**config.mk**
```make
export PLATFORM = sky130hd
export DESIGN_NAME = bridge_abort_ctrl
export DESIGN_NICKNAME = d
export VERILOG_FILES = /design/src/core/bridge_pkg.sv /design/src/core/abort_response.sv /design/src/core/bridge_abort_ctrl.sv /design/src/core/legacy_display_decode.sv
export SDC_FILE = /design/constraint.sdc
export NUM_CORES = 1
export LEC_CHECK = 0
export BUFFER_PORTS_ARGS = -buffer_cell sky130_fd_sc_hd__buf_4
export CAP_MARGIN = 10
export CELL_PAD_IN_SITES_DETAIL_PLACEMENT = 1
export CELL_PAD_IN_SITES_GLOBAL_PLACEMENT = 2
export CORE_ASPECT_RATIO = 0.75
export CORE_MARGIN = 5
export CORE_UTILIZATION = 30
export CTS_CLUSTER_DIAMETER = 150
export CTS_CLUSTER_SIZE = 30
export DETAILED_ROUTE_END_ITERATION = 10
export PLACE_DENSITY = 0.74
export SLEW_MARGIN = 20
export SYNTH_ARGS = -nofsm -noshare
export SYNTH_HDL_FRONTEND = slang
export SYNTH_SLANG_ARGS = --single-unit
```
**constraint.sdc**
```tcl
create_clock -name hclk -period 2.9 [get_ports hclk]
set_clock_uncertainty 0.1 [all_clocks]
set_input_delay 0.29 -clock hclk [delete_from_list [all_inputs] [get_ports hclk]]
set_output_delay 0.29 -clock hclk [all_outputs]
set_load 0.02 [all_outputs]
```
**src/core/bridge_pkg.sv**
```systemverilog
// Shared constants for the bridge abort-response and legacy display decode block.
// Assumes one 100 MHz clock and a 32-bit AHB-Lite register port.
`default_nettype none

package bridge_pkg;

    // ==========================================================
    // Register byte offsets
    localparam logic [7:0] OFS_CTRL = 8'h00;
    localparam logic [7:0] OFS_CMD = 8'h04;
    localparam logic [7:0] OFS_IO_BASE = 8'h08;
    localparam logic [7:0] OFS_IO_LIMIT = 8'h0C;
    localparam logic [7:0] OFS_MEM_BASE = 8'h10;
    localparam logic [7:0] OFS_MEM_LIMIT = 8'h14;
    localparam logic [7:0] OFS_PREF_BASE = 8'h18;
    localparam logic [7:0] OFS_PREF_LIMIT = 8'h1C;
    localparam logic [7:0] OFS_IRQ_STAT = 8'h20;
    localparam logic [7:0] OFS_IRQ_MASK = 8'h24;

    // ==========================================================
    // Field positions
    localparam int unsigned CTRL_ABORT_MODE = 5;
    localparam int unsigned CTRL_FULL_IO = 4;
    localparam int unsigned CTRL_FWD_EN = 3;
    localparam int unsigned CMD_IO_EN = 0;
    localparam int unsigned CMD_MEM_EN = 1;
    localparam int unsigned IRQ_POSTED_ERR = 0;
    localparam int unsigned IRQ_UR_SENT = 1;
    localparam int unsigned IRQ_TGT_ABORT = 2;
    localparam int unsigned IRQ_W = 3;

    // ==========================================================
    // Reset values
    localparam logic [15:0] CTRL_RESET = 16'h0000;
    localparam logic [1:0] CMD_RESET = 2'h0;
    localparam logic [31:0] BASE_RESET = 32'hFFFF_FFFF;
    localparam logic [31:0] LIMIT_RESET = 32'h0000_0000;
    localparam logic [IRQ_W-1:0] IRQ_RESET = 3'h0;

    // ==========================================================
    // Legacy display address ranges
    localparam logic [31:0] VGA_MEM_LO = 32'h000A_0000;
    localparam logic [31:0] VGA_MEM_HI = 32'h000B_FFFF;
    localparam logic [9:0] VGA_IO_A_LO = 10'h3B0;
    localparam logic [9:0] VGA_IO_A_HI = 10'h3BB;
    localparam logic [9:0] VGA_IO_B_LO = 10'h3C0;
    localparam logic [9:0] VGA_IO_B_HI = 10'h3DF;

    // ==========================================================
    // Answers and bus word size
    localparam logic [31:0] ALL_ONES = 32'hFFFF_FFFF;
    localparam logic [2:0] CPL_SC = 3'h0;
    localparam logic [2:0] CPL_UR = 3'h1;
    localparam logic [2:0] HSIZE_WORD = 3'h2;

endpackage

`default_nettype wire

```
**src/core/abort_response.sv**
```systemverilog
// Answer policy for master aborts on PCI and unsupported requests from PCI Express.
// Pure logic; the caller registers every result.
`default_nettype none

module abort_response (
    input wire logic abort_mode,
    input wire logic ma_read,
    input wire logic ma_posted,
    input wire logic ur_read,
    output logic [2:0] cpl_status,
    output logic [31:0] cpl_data,
    output logic cpl_send,
    output logic posted_err,
    output logic target_abort,
    output logic [31:0] pci_data
);

    // ==========================================================
    // Policy
    // Posted writes never get a completion; only the error flag may show them
    always_comb begin
        cpl_send = !ma_posted;
        cpl_status = abort_mode ? bridge_pkg::CPL_UR : bridge_pkg::CPL_SC; // see R1
        cpl_data = (!abort_mode && ma_read) ? bridge_pkg::ALL_ONES : 32'h0000_0000;
        posted_err = abort_mode && ma_posted;
        target_abort = abort_mode;
        pci_data = (!abort_mode && ur_read) ? bridge_pkg::ALL_ONES : 32'h0000_0000;
    end

endmodule // abort_response

`default_nettype wire

```
**src/core/bridge_abort_ctrl.sv**
```systemverilog
// Bridge abort answers and legacy display forwarding, with AHB-Lite registers.
// Assumes request strobes come from logic on hclk; one single-word bus master.
//
// Summary of operation
// Mode zero: reads give all ones, writes dropped
// Mode one: PCI master abort answers unsupported
// Mode one: unsupported completion gives target abort
// Mode one flags posted write master aborts
// Full decode matters only with forwarding on
// Full decode checks bits 15 to 10
// Forward legacy display memory range downstream
// Forward legacy display I/O ranges, aliases allowed
// Block legacy display addresses going upstream
// Ignore ISA bit and windows for legacy
// Command enables qualify legacy forwarding
// Forwarding off: only windows decide downstream
// Settings apply to transactions starting later
`default_nettype none

module bridge_abort_ctrl (
    input wire logic hclk,
    input wire logic hresetn,
    input wire logic hsel,
    input wire logic [31:0] haddr,
    input wire logic [1:0] htrans,
    input wire logic hwrite,
    input wire logic [2:0] hsize,
    input wire logic [31:0] hwdata,
    input wire logic hready,
    output logic [31:0] hrdata,
    output logic hreadyout,
    output logic hresp,
    input wire logic pri_req_valid,
    input wire logic pri_req_io,
    input wire logic [31:0] pri_req_addr,
    output logic pri_fwd_valid,
    output logic pri_fwd_claim,
    input wire logic sec_req_valid,
    input wire logic sec_req_io,
    input wire logic [31:0] sec_req_addr,
    output logic sec_fwd_valid,
    output logic sec_fwd_up,
    input wire logic ma_valid,
    input wire logic ma_read,
    input wire logic ma_posted,
    output logic cpl_valid,
    output logic [2:0] cpl_status,
    output logic [31:0] cpl_data,
    output logic posted_err,
    input wire logic ur_valid,
    input wire logic ur_read,
    output logic pci_term_valid,
    output logic pci_target_abort,
    output logic [31:0] pci_rdata,
    output logic irq
);

    // ==========================================================
    // Register state
    logic [15:0] ctrl_q, ctrl_d;
    logic [1:0] cmd_q, cmd_d;
    logic [31:0] io_base_q, io_base_d, io_limit_q, io_limit_d;
    logic [31:0] mem_base_q, mem_base_d, mem_limit_q, mem_limit_d;
    logic [31:0] pref_base_q, pref_base_d, pref_limit_q, pref_limit_d;
    logic [2:0] stat_q, stat_d, mask_q, mask_d;
    logic irq_q, irq_d;
    logic [31:0] hrdata_q, hrdata_d;
    logic dp_wr_q, dp_wr_d;
    logic [7:0] dp_addr_q, dp_addr_d;
    logic addr_phase;
    logic [2:0] events;

    // Control bits as seen by the datapath
    logic abort_mode, full_io, fwd_en, io_en, mem_en;
    assign abort_mode = ctrl_q[bridge_pkg::CTRL_ABORT_MODE];
    assign full_io = ctrl_q[bridge_pkg::CTRL_FULL_IO];
    assign fwd_en = ctrl_q[bridge_pkg::CTRL_FWD_EN];
    assign io_en = cmd_q[bridge_pkg::CMD_IO_EN];
    assign mem_en = cmd_q[bridge_pkg::CMD_MEM_EN];

    // ==========================================================
    // Bus slave: zero wait state, always OKAY
    // Read data is muxed in the address phase so it stands in the data phase
    always_comb begin
        addr_phase = hsel && hready && htrans[1];
        dp_wr_d = addr_phase && hwrite && (hsize == bridge_pkg::HSIZE_WORD);
        dp_addr_d = addr_phase ? haddr[7:0] : dp_addr_q;
        hrdata_d = hrdata_q;
        if (addr_phase && !hwrite) begin
            case (haddr[7:0])
                bridge_pkg::OFS_CTRL: hrdata_d = {16'h0000, ctrl_q};
                bridge_pkg::OFS_CMD: hrdata_d = {30'h0000_0000, cmd_q};
                bridge_pkg::OFS_IO_BASE: hrdata_d = io_base_q;
                bridge_pkg::OFS_IO_LIMIT: hrdata_d = io_limit_q;
                bridge_pkg::OFS_MEM_BASE: hrdata_d = mem_base_q;
                bridge_pkg::OFS_MEM_LIMIT: hrdata_d = mem_limit_q;
                bridge_pkg::OFS_PREF_BASE: hrdata_d = pref_base_q;
                bridge_pkg::OFS_PREF_LIMIT: hrdata_d = pref_limit_q;
                bridge_pkg::OFS_IRQ_STAT: hrdata_d = {29'h0000_0000, stat_q};
                bridge_pkg::OFS_IRQ_MASK: hrdata_d = {29'h0000_0000, mask_q};
                default: hrdata_d = 32'h0000_0000;
            endcase
        end
    end

    always_ff @(posedge hclk or negedge hresetn) begin
        if (!hresetn) begin
            hrdata_q <= 32'h0000_0000;
            dp_wr_q <= 1'b0;
            dp_addr_q <= 8'h00;
        end else begin
            hrdata_q <= hrdata_d;
            dp_wr_q <= dp_wr_d;
            dp_addr_q <= dp_addr_d;
        end
    end

    assign hrdata = hrdata_q;
    assign hreadyout = 1'b1;
    assign hresp = 1'b0;

    // ==========================================================
    // Register writes, status set and read clear
    // A new value lands at the end of the data phase, so only
    // requests presented after that edge see it
    always_comb begin
        ctrl_d = ctrl_q;
        cmd_d = cmd_q;
        io_base_d = io_base_q;
        io_limit_d = io_limit_q;
        mem_base_d = mem_base_q;
        mem_limit_d = mem_limit_q;
        pref_base_d = pref_base_q;
        pref_limit_d = pref_limit_q;
        mask_d = mask_q;
        if (dp_wr_q) begin
            case (dp_addr_q)
                bridge_pkg::OFS_CTRL: begin
                    ctrl_d[bridge_pkg::CTRL_ABORT_MODE] = hwdata[bridge_pkg::CTRL_ABORT_MODE];
                    ctrl_d[bridge_pkg::CTRL_FULL_IO] = hwdata[bridge_pkg::CTRL_FULL_IO];
                    ctrl_d[bridge_pkg::CTRL_FWD_EN] = hwdata[bridge_pkg::CTRL_FWD_EN];
                end
                bridge_pkg::OFS_CMD: cmd_d = hwdata[1:0];
                bridge_pkg::OFS_IO_BASE: io_base_d = hwdata;
                bridge_pkg::OFS_IO_LIMIT: io_limit_d = hwdata;
                bridge_pkg::OFS_MEM_BASE: mem_base_d = hwdata;
                bridge_pkg::OFS_MEM_LIMIT: mem_limit_d = hwdata;
                bridge_pkg::OFS_PREF_BASE: pref_base_d = hwdata;
                bridge_pkg::OFS_PREF_LIMIT: pref_limit_d = hwdata;
                bridge_pkg::OFS_IRQ_MASK: mask_d = hwdata[2:0];
                default: ctrl_d = ctrl_q;
            endcase
        end
        // Clear first, then set, so an event in the read cycle survives
        stat_d = stat_q;
        if (addr_phase && !hwrite && (haddr[7:0] == bridge_pkg::OFS_IRQ_STAT)) begin
            stat_d = bridge_pkg::IRQ_RESET;
        end
        stat_d = stat_d | events;
        irq_d = |(stat_d & mask_d);
    end

    always_ff @(posedge hclk or negedge hresetn) begin
        if (!hresetn) begin
            ctrl_q <= bridge_pkg::CTRL_RESET;
            cmd_q <= bridge_pkg::CMD_RESET;
            io_base_q <= bridge_pkg::BASE_RESET;
            io_limit_q <= bridge_pkg::LIMIT_RESET;
            mem_base_q <= bridge_pkg::BASE_RESET;
            mem_limit_q <= bridge_pkg::LIMIT_RESET;
            pref_base_q <= bridge_pkg::BASE_RESET;
            pref_limit_q <= bridge_pkg::LIMIT_RESET;
            stat_q <= bridge_pkg::IRQ_RESET;
            mask_q <= bridge_pkg::IRQ_RESET;
            irq_q <= 1'b0;
        end else begin
            ctrl_q <= ctrl_d;
            cmd_q <= cmd_d;
            io_base_q <= io_base_d;
            io_limit_q <= io_limit_d;
            mem_base_q <= mem_base_d;
            mem_limit_q <= mem_limit_d;
            pref_base_q <= pref_base_d;
            pref_limit_q <= pref_limit_d;
            stat_q <= stat_d;
            mask_q <= mask_d;
            irq_q <= irq_d;
        end
    end

    assign irq = irq_q;

    // ==========================================================
    // Address decode for both sides
    logic pri_mem_hit, pri_io_hit, sec_mem_hit, sec_io_hit;
    logic vga_full;

    // Full decode is forced off unless forwarding is on
    assign vga_full = fwd_en && full_io;

    legacy_display_decode u_pri_dec (
        .addr(pri_req_addr),
        .full_io_decode(vga_full),
        .mem_hit(pri_mem_hit),
        .io_hit(pri_io_hit)
    );

    legacy_display_decode u_sec_dec (
        .addr(sec_req_addr),
        .full_io_decode(vga_full),
        .mem_hit(sec_mem_hit),
        .io_hit(sec_io_hit)
    );

    function automatic logic in_win(input logic [31:0] a, input logic [31:0] b,
                                    input logic [31:0] l);
        in_win = (a >= b) && (a <= l);
    endfunction

    // ==========================================================
    // Forwarding and abort answers
    logic pri_claim_d, sec_up_d, pri_win, sec_win, pri_legacy, sec_legacy;
    logic [2:0] ar_status;
    logic [31:0] ar_cpl_data, ar_pci_data;
    logic ar_send, ar_perr, ar_tabort;
    logic pri_fwd_valid_q, pri_fwd_claim_q, sec_fwd_valid_q, sec_fwd_up_q;
    logic cpl_valid_q, cpl_valid_d, posted_err_q, posted_err_d;
    logic [2:0] cpl_status_q, cpl_status_d;
    logic [31:0] cpl_data_q, cpl_data_d, pci_rdata_q, pci_rdata_d;
    logic pci_term_q, pci_tabort_q, pci_tabort_d;

    abort_response u_abort (
        .abort_mode(abort_mode),
        .ma_read(ma_read),
        .ma_posted(ma_posted),
        .ur_read(ur_read),
        .cpl_status(ar_status),
        .cpl_data(ar_cpl_data),
        .cpl_send(ar_send),
        .posted_err(ar_perr),
        .target_abort(ar_tabort),
        .pci_data(ar_pci_data)
    );

    // Decisions use the settings present in the cycle the request starts
    always_comb begin
        pri_win = pri_req_io ? in_win(pri_req_addr, io_base_q, io_limit_q)
            : (in_win(pri_req_addr, mem_base_q, mem_limit_q)
            || in_win(pri_req_addr, pref_base_q, pref_limit_q));
        sec_win = sec_req_io ? in_win(sec_req_addr, io_base_q, io_limit_q)
            : (in_win(sec_req_addr, mem_base_q, mem_limit_q)
            || in_win(sec_req_addr, pref_base_q, pref_limit_q));
        // Legacy match ignores the ISA bit and every window
        pri_legacy = fwd_en && (pri_req_io ? pri_io_hit : pri_mem_hit); // see R7, see R8
        sec_legacy = fwd_en && (sec_req_io ? sec_io_hit : sec_mem_hit);
        pri_claim_d = (pri_req_io ? io_en : mem_en) && (pri_win || pri_legacy); // see R11
        sec_up_d = !sec_win && !sec_legacy;
        cpl_valid_d = ma_valid && ar_send;
        cpl_status_d = ma_valid ? ar_status : cpl_status_q;
        cpl_data_d = ma_valid ? ar_cpl_data : cpl_data_q;
        posted_err_d = ma_valid && ar_perr;
        pci_tabort_d = ur_valid ? ar_tabort : pci_tabort_q;
        pci_rdata_d = ur_valid ? ar_pci_data : pci_rdata_q;
        events = 3'h0;
        events[bridge_pkg::IRQ_POSTED_ERR] = posted_err_d;
        events[bridge_pkg::IRQ_UR_SENT] = cpl_valid_d && abort_mode;
        events[bridge_pkg::IRQ_TGT_ABORT] = ur_valid && ar_tabort;
    end

    always_ff @(posedge hclk or negedge hresetn) begin
        if (!hresetn) begin
            pri_fwd_valid_q <= 1'b0;
            pri_fwd_claim_q <= 1'b0;
            sec_fwd_valid_q <= 1'b0;
            sec_fwd_up_q <= 1'b0;
            cpl_valid_q <= 1'b0;
            cpl_status_q <= bridge_pkg::CPL_SC;
            cpl_data_q <= 32'h0000_0000;
            posted_err_q <= 1'b0;
            pci_term_q <= 1'b0;
            pci_tabort_q <= 1'b0;
            pci_rdata_q <= 32'h0000_0000;
        end else begin
            pri_fwd_valid_q <= pri_req_valid;
            pri_fwd_claim_q <= pri_req_valid && pri_claim_d;
            sec_fwd_valid_q <= sec_req_valid;
            sec_fwd_up_q <= sec_req_valid && sec_up_d;
            cpl_valid_q <= cpl_valid_d;
            cpl_status_q <= cpl_status_d;
            cpl_data_q <= cpl_data_d;
            posted_err_q <= posted_err_d;
            pci_term_q <= ur_valid;
            pci_tabort_q <= pci_tabort_d;
            pci_rdata_q <= pci_rdata_d;
        end
    end

    assign pri_fwd_valid = pri_fwd_valid_q;
    assign pri_fwd_claim = pri_fwd_claim_q;
    assign sec_fwd_valid = sec_fwd_valid_q;
    assign sec_fwd_up = sec_fwd_up_q;
    assign cpl_valid = cpl_valid_q;
    assign cpl_status = cpl_status_q;
    assign cpl_data = cpl_data_q;
    assign posted_err = posted_err_q;
    assign pci_term_valid = pci_term_q;
    assign pci_target_abort = pci_tabort_q;
    assign pci_rdata = pci_rdata_q;

    // ==========================================================
    // Checks
    a_ma_all_ones: assert property (@(posedge hclk) disable iff (!hresetn)
        ma_valid && ma_read && !ma_posted && !abort_mode
        |=> cpl_valid && cpl_data == 32'hFFFF_FFFF && cpl_status == 3'h0)
        else $error("read master abort did not return all ones");

    a_ma_unsupported: assert property (@(posedge hclk) disable iff (!hresetn)
        ma_valid && !ma_posted && abort_mode |=> cpl_valid && cpl_status == 3'h1)
        else $error("master abort not answered as unsupported");

    a_ur_tabort: assert property (@(posedge hclk) disable iff (!hresetn)
        ur_valid |=> pci_term_valid && (pci_target_abort == $past(abort_mode)))
        else $error("target abort does not follow mode");

    a_posted_err_gate: assert property (@(posedge hclk) disable iff (!hresetn)
        posted_err |-> $past(ma_valid && ma_posted && abort_mode) && !cpl_valid)
        else $error("posted error without cause");

    a_vga_mem_claim: assert property (@(posedge hclk) disable iff (!hresetn)
        pri_req_valid && !pri_req_io && fwd_en && mem_en
        && pri_req_addr >= 32'h000A_0000 && pri_req_addr <= 32'h000B_FFFF
        |=> pri_fwd_valid && pri_fwd_claim)
        else $error("legacy memory access not claimed");

    a_vga_io_alias: assert property (@(posedge hclk) disable iff (!hresetn)
        pri_req_valid && pri_req_io && fwd_en && !full_io && io_en
        && pri_req_addr[31:16] == 16'h0000 && pri_req_addr[9:0] == 10'h3C0
        |=> pri_fwd_claim)
        else $error("legacy I/O alias not claimed");

    a_full_decode: assert property (@(posedge hclk) disable iff (!hresetn)
        pri_req_valid && pri_req_io && fwd_en && full_io && pri_req_addr[15:10] != 6'h00
        && !in_win(pri_req_addr, io_base_q, io_limit_q) |=> !pri_fwd_claim)
        else $error("full decode accepted an alias");

    a_sec_block: assert property (@(posedge hclk) disable iff (!hresetn)
        sec_req_valid && fwd_en && !sec_req_io && sec_req_addr == 32'h000A_0000
        |=> sec_fwd_valid && !sec_fwd_up)
        else $error("legacy address forwarded upstream");

    a_enable_qual: assert property (@(posedge hclk) disable iff (!hresetn)
        pri_fwd_claim |-> $past(pri_req_io ? io_en : mem_en))
        else $error("claim without command enable");

endmodule // bridge_abort_ctrl

`default_nettype wire

```
**src/core/legacy_display_decode.sv**
```systemverilog
// Legacy display address match for one side of the bridge.
// Assumes the caller gates the result with the forward enable.
`default_nettype none

module legacy_display_decode (
    input wire logic [31:0] addr,
    input wire logic full_io_decode,
    output logic mem_hit,
    output logic io_hit
);

    // ==========================================================
    // Address match
    logic [9:0] low;
    logic in_range;
    logic alias_ok;

    // Memory window is fixed; I/O checks the low ten bits plus alias policy
    always_comb begin
        low = addr[9:0];
        mem_hit = (addr >= bridge_pkg::VGA_MEM_LO) && (addr <= bridge_pkg::VGA_MEM_HI);
        in_range = ((low >= bridge_pkg::VGA_IO_A_LO) && (low <= bridge_pkg::VGA_IO_A_HI))
            || ((low >= bridge_pkg::VGA_IO_B_LO) && (low <= bridge_pkg::VGA_IO_B_HI));
        alias_ok = !full_io_decode || (addr[15:10] == 6'h00);
        io_hit = (addr[31:16] == 16'h0000) && in_range && alias_ok;
    end

endmodule // legacy_display_decode

`default_nettype wire

```
======== Yosys cells after proc, flatten, opt, wreduce, memory -nomap -nowiden ========
Index checks and enable logic that the tools add are counted.
word-level totals
  input port bits ......................... 147
  bits in read-only memories .............. 0
  register bits after elaboration ......... 320
  latch bits .............................. 0
  word-level logic and storage cells ...... 145
  memories ................................ 0
  memory bits (writable) .................. 0
cells by class
  bitwise gates (word level) .............. 2
  multiplexer cells ....................... 12
  reduce and logical (&&, ||, !) cells .... 64
  $lt $le $gt $ge ......................... 24
  multiply operators ...................... 0
  equal/unequal tests ..................... 18
  shift operators ......................... 0
  divide/modulo/power cells ............... 0
  add/sub/neg operators ................... 0
operator list
  kind                  number
  $pmux 32 s10          1
  $ge 32x32->1          6
  $le 32x32->1          6
  $eq 8x5->1 const B    8
  $ge 32x20->1 const B  2
  $le 32x20->1 const B  2
  $mux 32               2
  $ge 10x10->1 const B  4
  $le 10x10->1 const B  4
  $logic_and 1x1->1     36
  $eq 8x4->1 const B    4
  $logic_not 16->1      2
  $eq 8x6->1 const B    3
  $eq 8x3->1 const B    2
  $logic_not 8->1       2
  $reduce_and 2->1      8
  $logic_not 6->1       2
  $mux 3                3
  $logic_or 1x1->1      7
  $logic_not 1->1       6
  $mux 1                6
  $and 3x3->3           1
  $eq 3x2->1 const B    1
  $or 3x3->3            1
  $reduce_or 3->1       1

======== Depth between registers and ports, before layout ========
  depth in word-level cells ............... 10
  depth in mapped cells ................... 10
  depth with buffers taken out ............ 10

======== Modules after synthesis ========
A second synthesis with hierarchy kept.
unflattened totals
  cell total of the unflattened synthesis .. 2208
  area, all modules ....................... 22546.6 sq um
by module, submodules not included
  module                 area each (sq um)  cells each  times used
  bridge_abort_ctrl      21779.6            2099        1
  abort_response         521.8              71          1
  legacy_display_decode  122.6              19          2

======== Worst setup path after synthesis ========
No wires, ideal clock.
  path kind ............................... register to register
  start ................................... register pref_base_q[21]
  end ..................................... register pri_fwd_claim_q (netlist: pri_fwd_claim)
  stages on the path, launching flop included .. 11
  period minus slack after synthesis ...... 2457 ps
  arrival time ............................ 2237 ps
  path slack .............................. 443 ps
  cell sequence ........................... dfstp_2 > inv_1 > ha_1 > a21oi_2 > o21ai_1 > a221oi_2 > nor2_1 > a2111oi_4 > o41ai_2 > a221o_1 > and3_1
on the way
  longest elaborated chain between the ends .. 7
ends and longest elaborated chain
  what                    line                      RTL
  start, declared         bridge_abort_ctrl.sv:64   logic [31:0] pref_base_q, pref_base_d, pref_limit_q, pref_limit_d;
  start signal, assigned  bridge_abort_ctrl.sv:171  pref_base_q <= bridge_pkg::BASE_RESET;
  start signal, assigned  bridge_abort_ctrl.sv:183  pref_base_q <= pref_base_d;
  $ge 32x32->1            bridge_abort_ctrl.sv:217  in_win = (a >= b) && (a <= l);
  $logic_and 1x1->1       bridge_abort_ctrl.sv:217
  $logic_or 1x1->1        bridge_abort_ctrl.sv:249  || in_win(pri_req_addr, pref_base_q, pref_limit_q));
  $mux 1                  bridge_abort_ctrl.sv:247  pri_win = pri_req_io ? in_win(pri_req_addr, io_base_q, io_limit_q)
  $logic_or 1x1->1        bridge_abort_ctrl.sv:256  pri_claim_d = (pri_req_io ? io_en : mem_en) && (pri_win || pri_legacy);
  $logic_and 1x1->1       bridge_abort_ctrl.sv:256
  $logic_and 1x1->1       bridge_abort_ctrl.sv:285  pri_fwd_claim_q <= pri_req_valid && pri_claim_d;
  end signal, assigned    bridge_abort_ctrl.sv:285
  end, declared           bridge_abort_ctrl.sv:226  logic pri_fwd_valid_q, pri_fwd_claim_q, sec_fwd_valid_q, sec_fwd_up_q;
No other way between the ends.
A chain may end at the register's enable or synchronous reset.

======== Worst setup path in the final report ========
  start ................................... register mem_base_q[5]
  end ..................................... register pri_fwd_claim_q (netlist: pri_fwd_claim)
on the way
  longest elaborated chain between the ends .. 7
ends and longest elaborated chain
  what                    line                      RTL
  start, declared         bridge_abort_ctrl.sv:63   logic [31:0] mem_base_q, mem_base_d, mem_limit_q, mem_limit_d;
  start signal, assigned  bridge_abort_ctrl.sv:169  mem_base_q <= bridge_pkg::BASE_RESET;
  start signal, assigned  bridge_abort_ctrl.sv:181  mem_base_q <= mem_base_d;
  $ge 32x32->1            bridge_abort_ctrl.sv:217
  $logic_and 1x1->1       bridge_abort_ctrl.sv:217
  $logic_or 1x1->1        bridge_abort_ctrl.sv:249
  $mux 1                  bridge_abort_ctrl.sv:247
  $logic_or 1x1->1        bridge_abort_ctrl.sv:256
  $logic_and 1x1->1       bridge_abort_ctrl.sv:256
  $logic_and 1x1->1       bridge_abort_ctrl.sv:285
No other way between the ends.

==> results by group <==
Clocking
  – CTS tree: done
  – Root Driver: clkbuf_16
  – Worst-Skew Late Latency: between 500 and 600 ps
  – H-tree levels: 1
  – Clock Path Buffers: 3
  – Clock sinks: around 260
  – Cts bufs inserted: 12
  – Clock-pin transition on the worst setup and hold timing paths: around 130 ps

Worst setup path
  – Reg2reg start: mem_base_q[5]
  – Most used cell, CP: a21o_1
  – CP top delay family: compound AO/OA/AOI/OAI gates
  – Critical path startpoint: mem_base_q[5]
  – Worst path bufs/invs: 2
  – WS Path Type: reg -> reg
  – Slowest cell on the critical path: dfstp_2
  – Largest stage delay on the critical path: just under 600 ps
  – Worst path cell trace: inv_2 -> ha_4 -> a21o_1 -> a21o_1 -> a21oi_2 -> o31ai_4 -> a211oi_2 -> buf_4 -> o21ai_1 -> a221o_1 -> and3_1
  – Worst Path Arrival: 3170 ps
  – Worst-path fanout max: 3
  – Nature of the critical path endpoint: register
  – Worst setup SP type: register
  – CP Data Required Time: about 3200 ps

Worst hold path
  – Hold path startpoint: hwrite
  – Hold Crit Class: in -> reg

GRT
  – Global-route wire length before repair: between 100,000 and 150,000 um
  – Total grt overflow: 0
  – Initial antenna violation count: 1
  – GRT Overall Usage: approximately 23%
  – Vias in the first global route: between 15k and 20k
  – Largest net degree at the start of global routing: 85

Die
  – Die area: a little over 0.07 mm^2
  – Core area: between 0.06 and 0.07 mm^2
  – Starting Density: just over 30%
  – I/O Pins: between 200 and 300
  – Die Wd: 309 um
  – Die H: 234 um
  – Rows: between 80 and 90

Timing
  – Slew Limit Fails: 0
  – Normalized max-slew margin: between 30% and 40%
  – Least-Margin Pin Slew: between 900 and 1000 ps
  – Crit path time final: roughly 2800 ps
  – Setup violations, final: 0
  – Period utilisation layout: 98.0%
  – Maximum achievable frequency: ~350 MHz
  – Final Hold Fails: 0

Placed design
  – Post-DP HPWL: about 67,000 um
  – GPL Wtd Cong: roughly 0.92
  – IO Port Bufs: roughly 230

Route
  – Post-Route WL: roughly 85,000 um
  – Post-route DRC: 0
  – Vias: approximately 18k
  – DRT Pass-1 Iters: 5
  – Wirelength per Cell: 26.2 um
  – Antenna Violating Nets Remaining: 0
  – DRT iter0 DRCs: approximately 1.3k
  – Avg Vias per Cell: approximately 5.5

Synth
  – Post-synth cell types: 73
  – Post-synth EDFFs: 0
  – Synth Register Bits: 256
  – Ys flop type: dfrtp_1
  – Most common cell in the netlist: ha_1
  – Async set or reset register ratio after synthesis: 100%
  – Synth Warn #: 0
  – Synth top cells by count: 384 x ha_1, 198 x inv_1, 196 x nand2_1
  – Yosys top cell area share: roughly a quarter
  – Synth area leaders: ha_1 24%, dfrtp_1 20%, dfstp_2 13%, mux2_2 8.2%, inv_1 3.7%
  – Cell accounting for the most synthesized area: ha_1
  – Synthesized cell area: 0.0201 mm^2
  – Sequential area share after synthesis: about 32%
  – Synth Instances: 2,080
  – Mapped Avg Cell Area: 9.66 um^2

Power and ir drop
  – P per Cell Area: about 340 mW/mm^2
  – LEAKAGE: between 10 and 15 nW
  – Pwr Total: ~8 mW
  – Peak supply drop: between 0.3 and 0.4 mV

Layout
  – Layout cell share with drive strength beyond 1: between 20% and 30%
  – Layout fillers: between 7k and 8k
  – Final core utilization: approximately 36%
  – Nets@finish: 2,891
  – Antenna diodes: 0
  – Syn-to-layout area delta: 20.3%

Flow run
  – Max cap viols: 0

Status
  – Outcome: finished, final reports clean
==> where the power goes <==
part | internal, mW | switching, mW
combinational | 0.886 | 1.26
clock | 0.847 | 1.30
sequential | 3.75 | 0.149
total | 5.49 | 2.71
==> placed cells by master, fill, tap and decap left out, drive strengths merged, types with 30 or more instances in the layout <==
master,instances
buf,331
a21o,61
nand2,196
nand4,65
a21oi,114
inv,200
dfstp,96
ha,384
nor2,66
dlygate4sd3,51
mux2,148
dfrtp,160
a221oi,33
a22oi,69
nand3,30
o21ai,149
==> stage by stage <==
stage,worst slack [ps],hold slack (ps),std cells,cell area (um^2),TNS (ps)
after floorplan,443,-106,2082,20100,0
after global placement,-227,147,3177,23200,-416
after detailed placement,-249,151,3177,23200,-497
after CTS,-66.7,72.1,3246,24100,-66.7
after global routing,-3.16,113,3246,24200,-3.16
final,57.8,93.1,3246,24200,0
==> final cells by class <==
class	instances	area [um^2]	area share [%]
inverter	198	743	3.07
timing repair buffer	382	3120	12.9
sequential	256	6530	27.0
multi-input combinational	1510	12300	51.0
tap	882	1100	4.57
clock buffer	16	337	1.39
clock inverter	2	17.5	0.0725
==> final timing paths <==
kind                                         end  slack, ps  cells after the start
worst min-delay path                   stat_q[0]         90                      4
min in group asynchronous         io_limit_q[19]        180                      2
worst min register to register        hrdata[28]        390                      2
worst max register to register     pri_fwd_claim         60                     11
worst max-delay path               pri_fwd_claim         60                     11
max in group asynchronous       pci_target_abort       1580                      3
==> per-layer routing <==
metal / routed length [um] / GRT usage, % / share of wire (%)
met2: 36100 / 34.9 / 42
met5: 0 / 0 / 0
met1: 42200 / 34.8 / 50
met4: 1790 / 4.56 / 2.1
met3: 5020 / 3.19 / 5.9
==> state kept, by name, indices dropped and copies added (netlist names), 2 cells and up <==
register,cells
io_base_q,32
pref_limit_q,32
io_limit_q,32
mem_base_q,32
ctrl_q,3
dp_addr_q,8
mem_limit_q,32
mask_q,3
stat_q,3
hrdata,32
cmd_q,2
pref_base_q,32
==> logic make-up after synthesis <==
logic type                 share of synthesized area, %
AOI/OAI and AO/OA                                  17.1
adders and majority gates                          23.9
buffers and inverters                              7.21
DFF                                                32.5
muxes                                              8.40
other                                            0.0374
and+or+nand+nor                                    10.8
==> repair_timing <==
| item | in CTS | in global routing |
|---|---|---|
| endpoints found under the setup margin | 2 | 2 |
| pin swaps | 2 | 10 |
| resized for setup | 9 | 26 |
| setup buffers | 0 | 0 |
| hold endpoints to repair | 270 | 0 |
| hold buffers | 51 | 0 |
==> tightest hold or removal path: stages <==
cell,delay [ps]
buf_4,100
nor2_1,60
nand2_1,100
a21o_1,140
(Power assumes the default switching activity.)
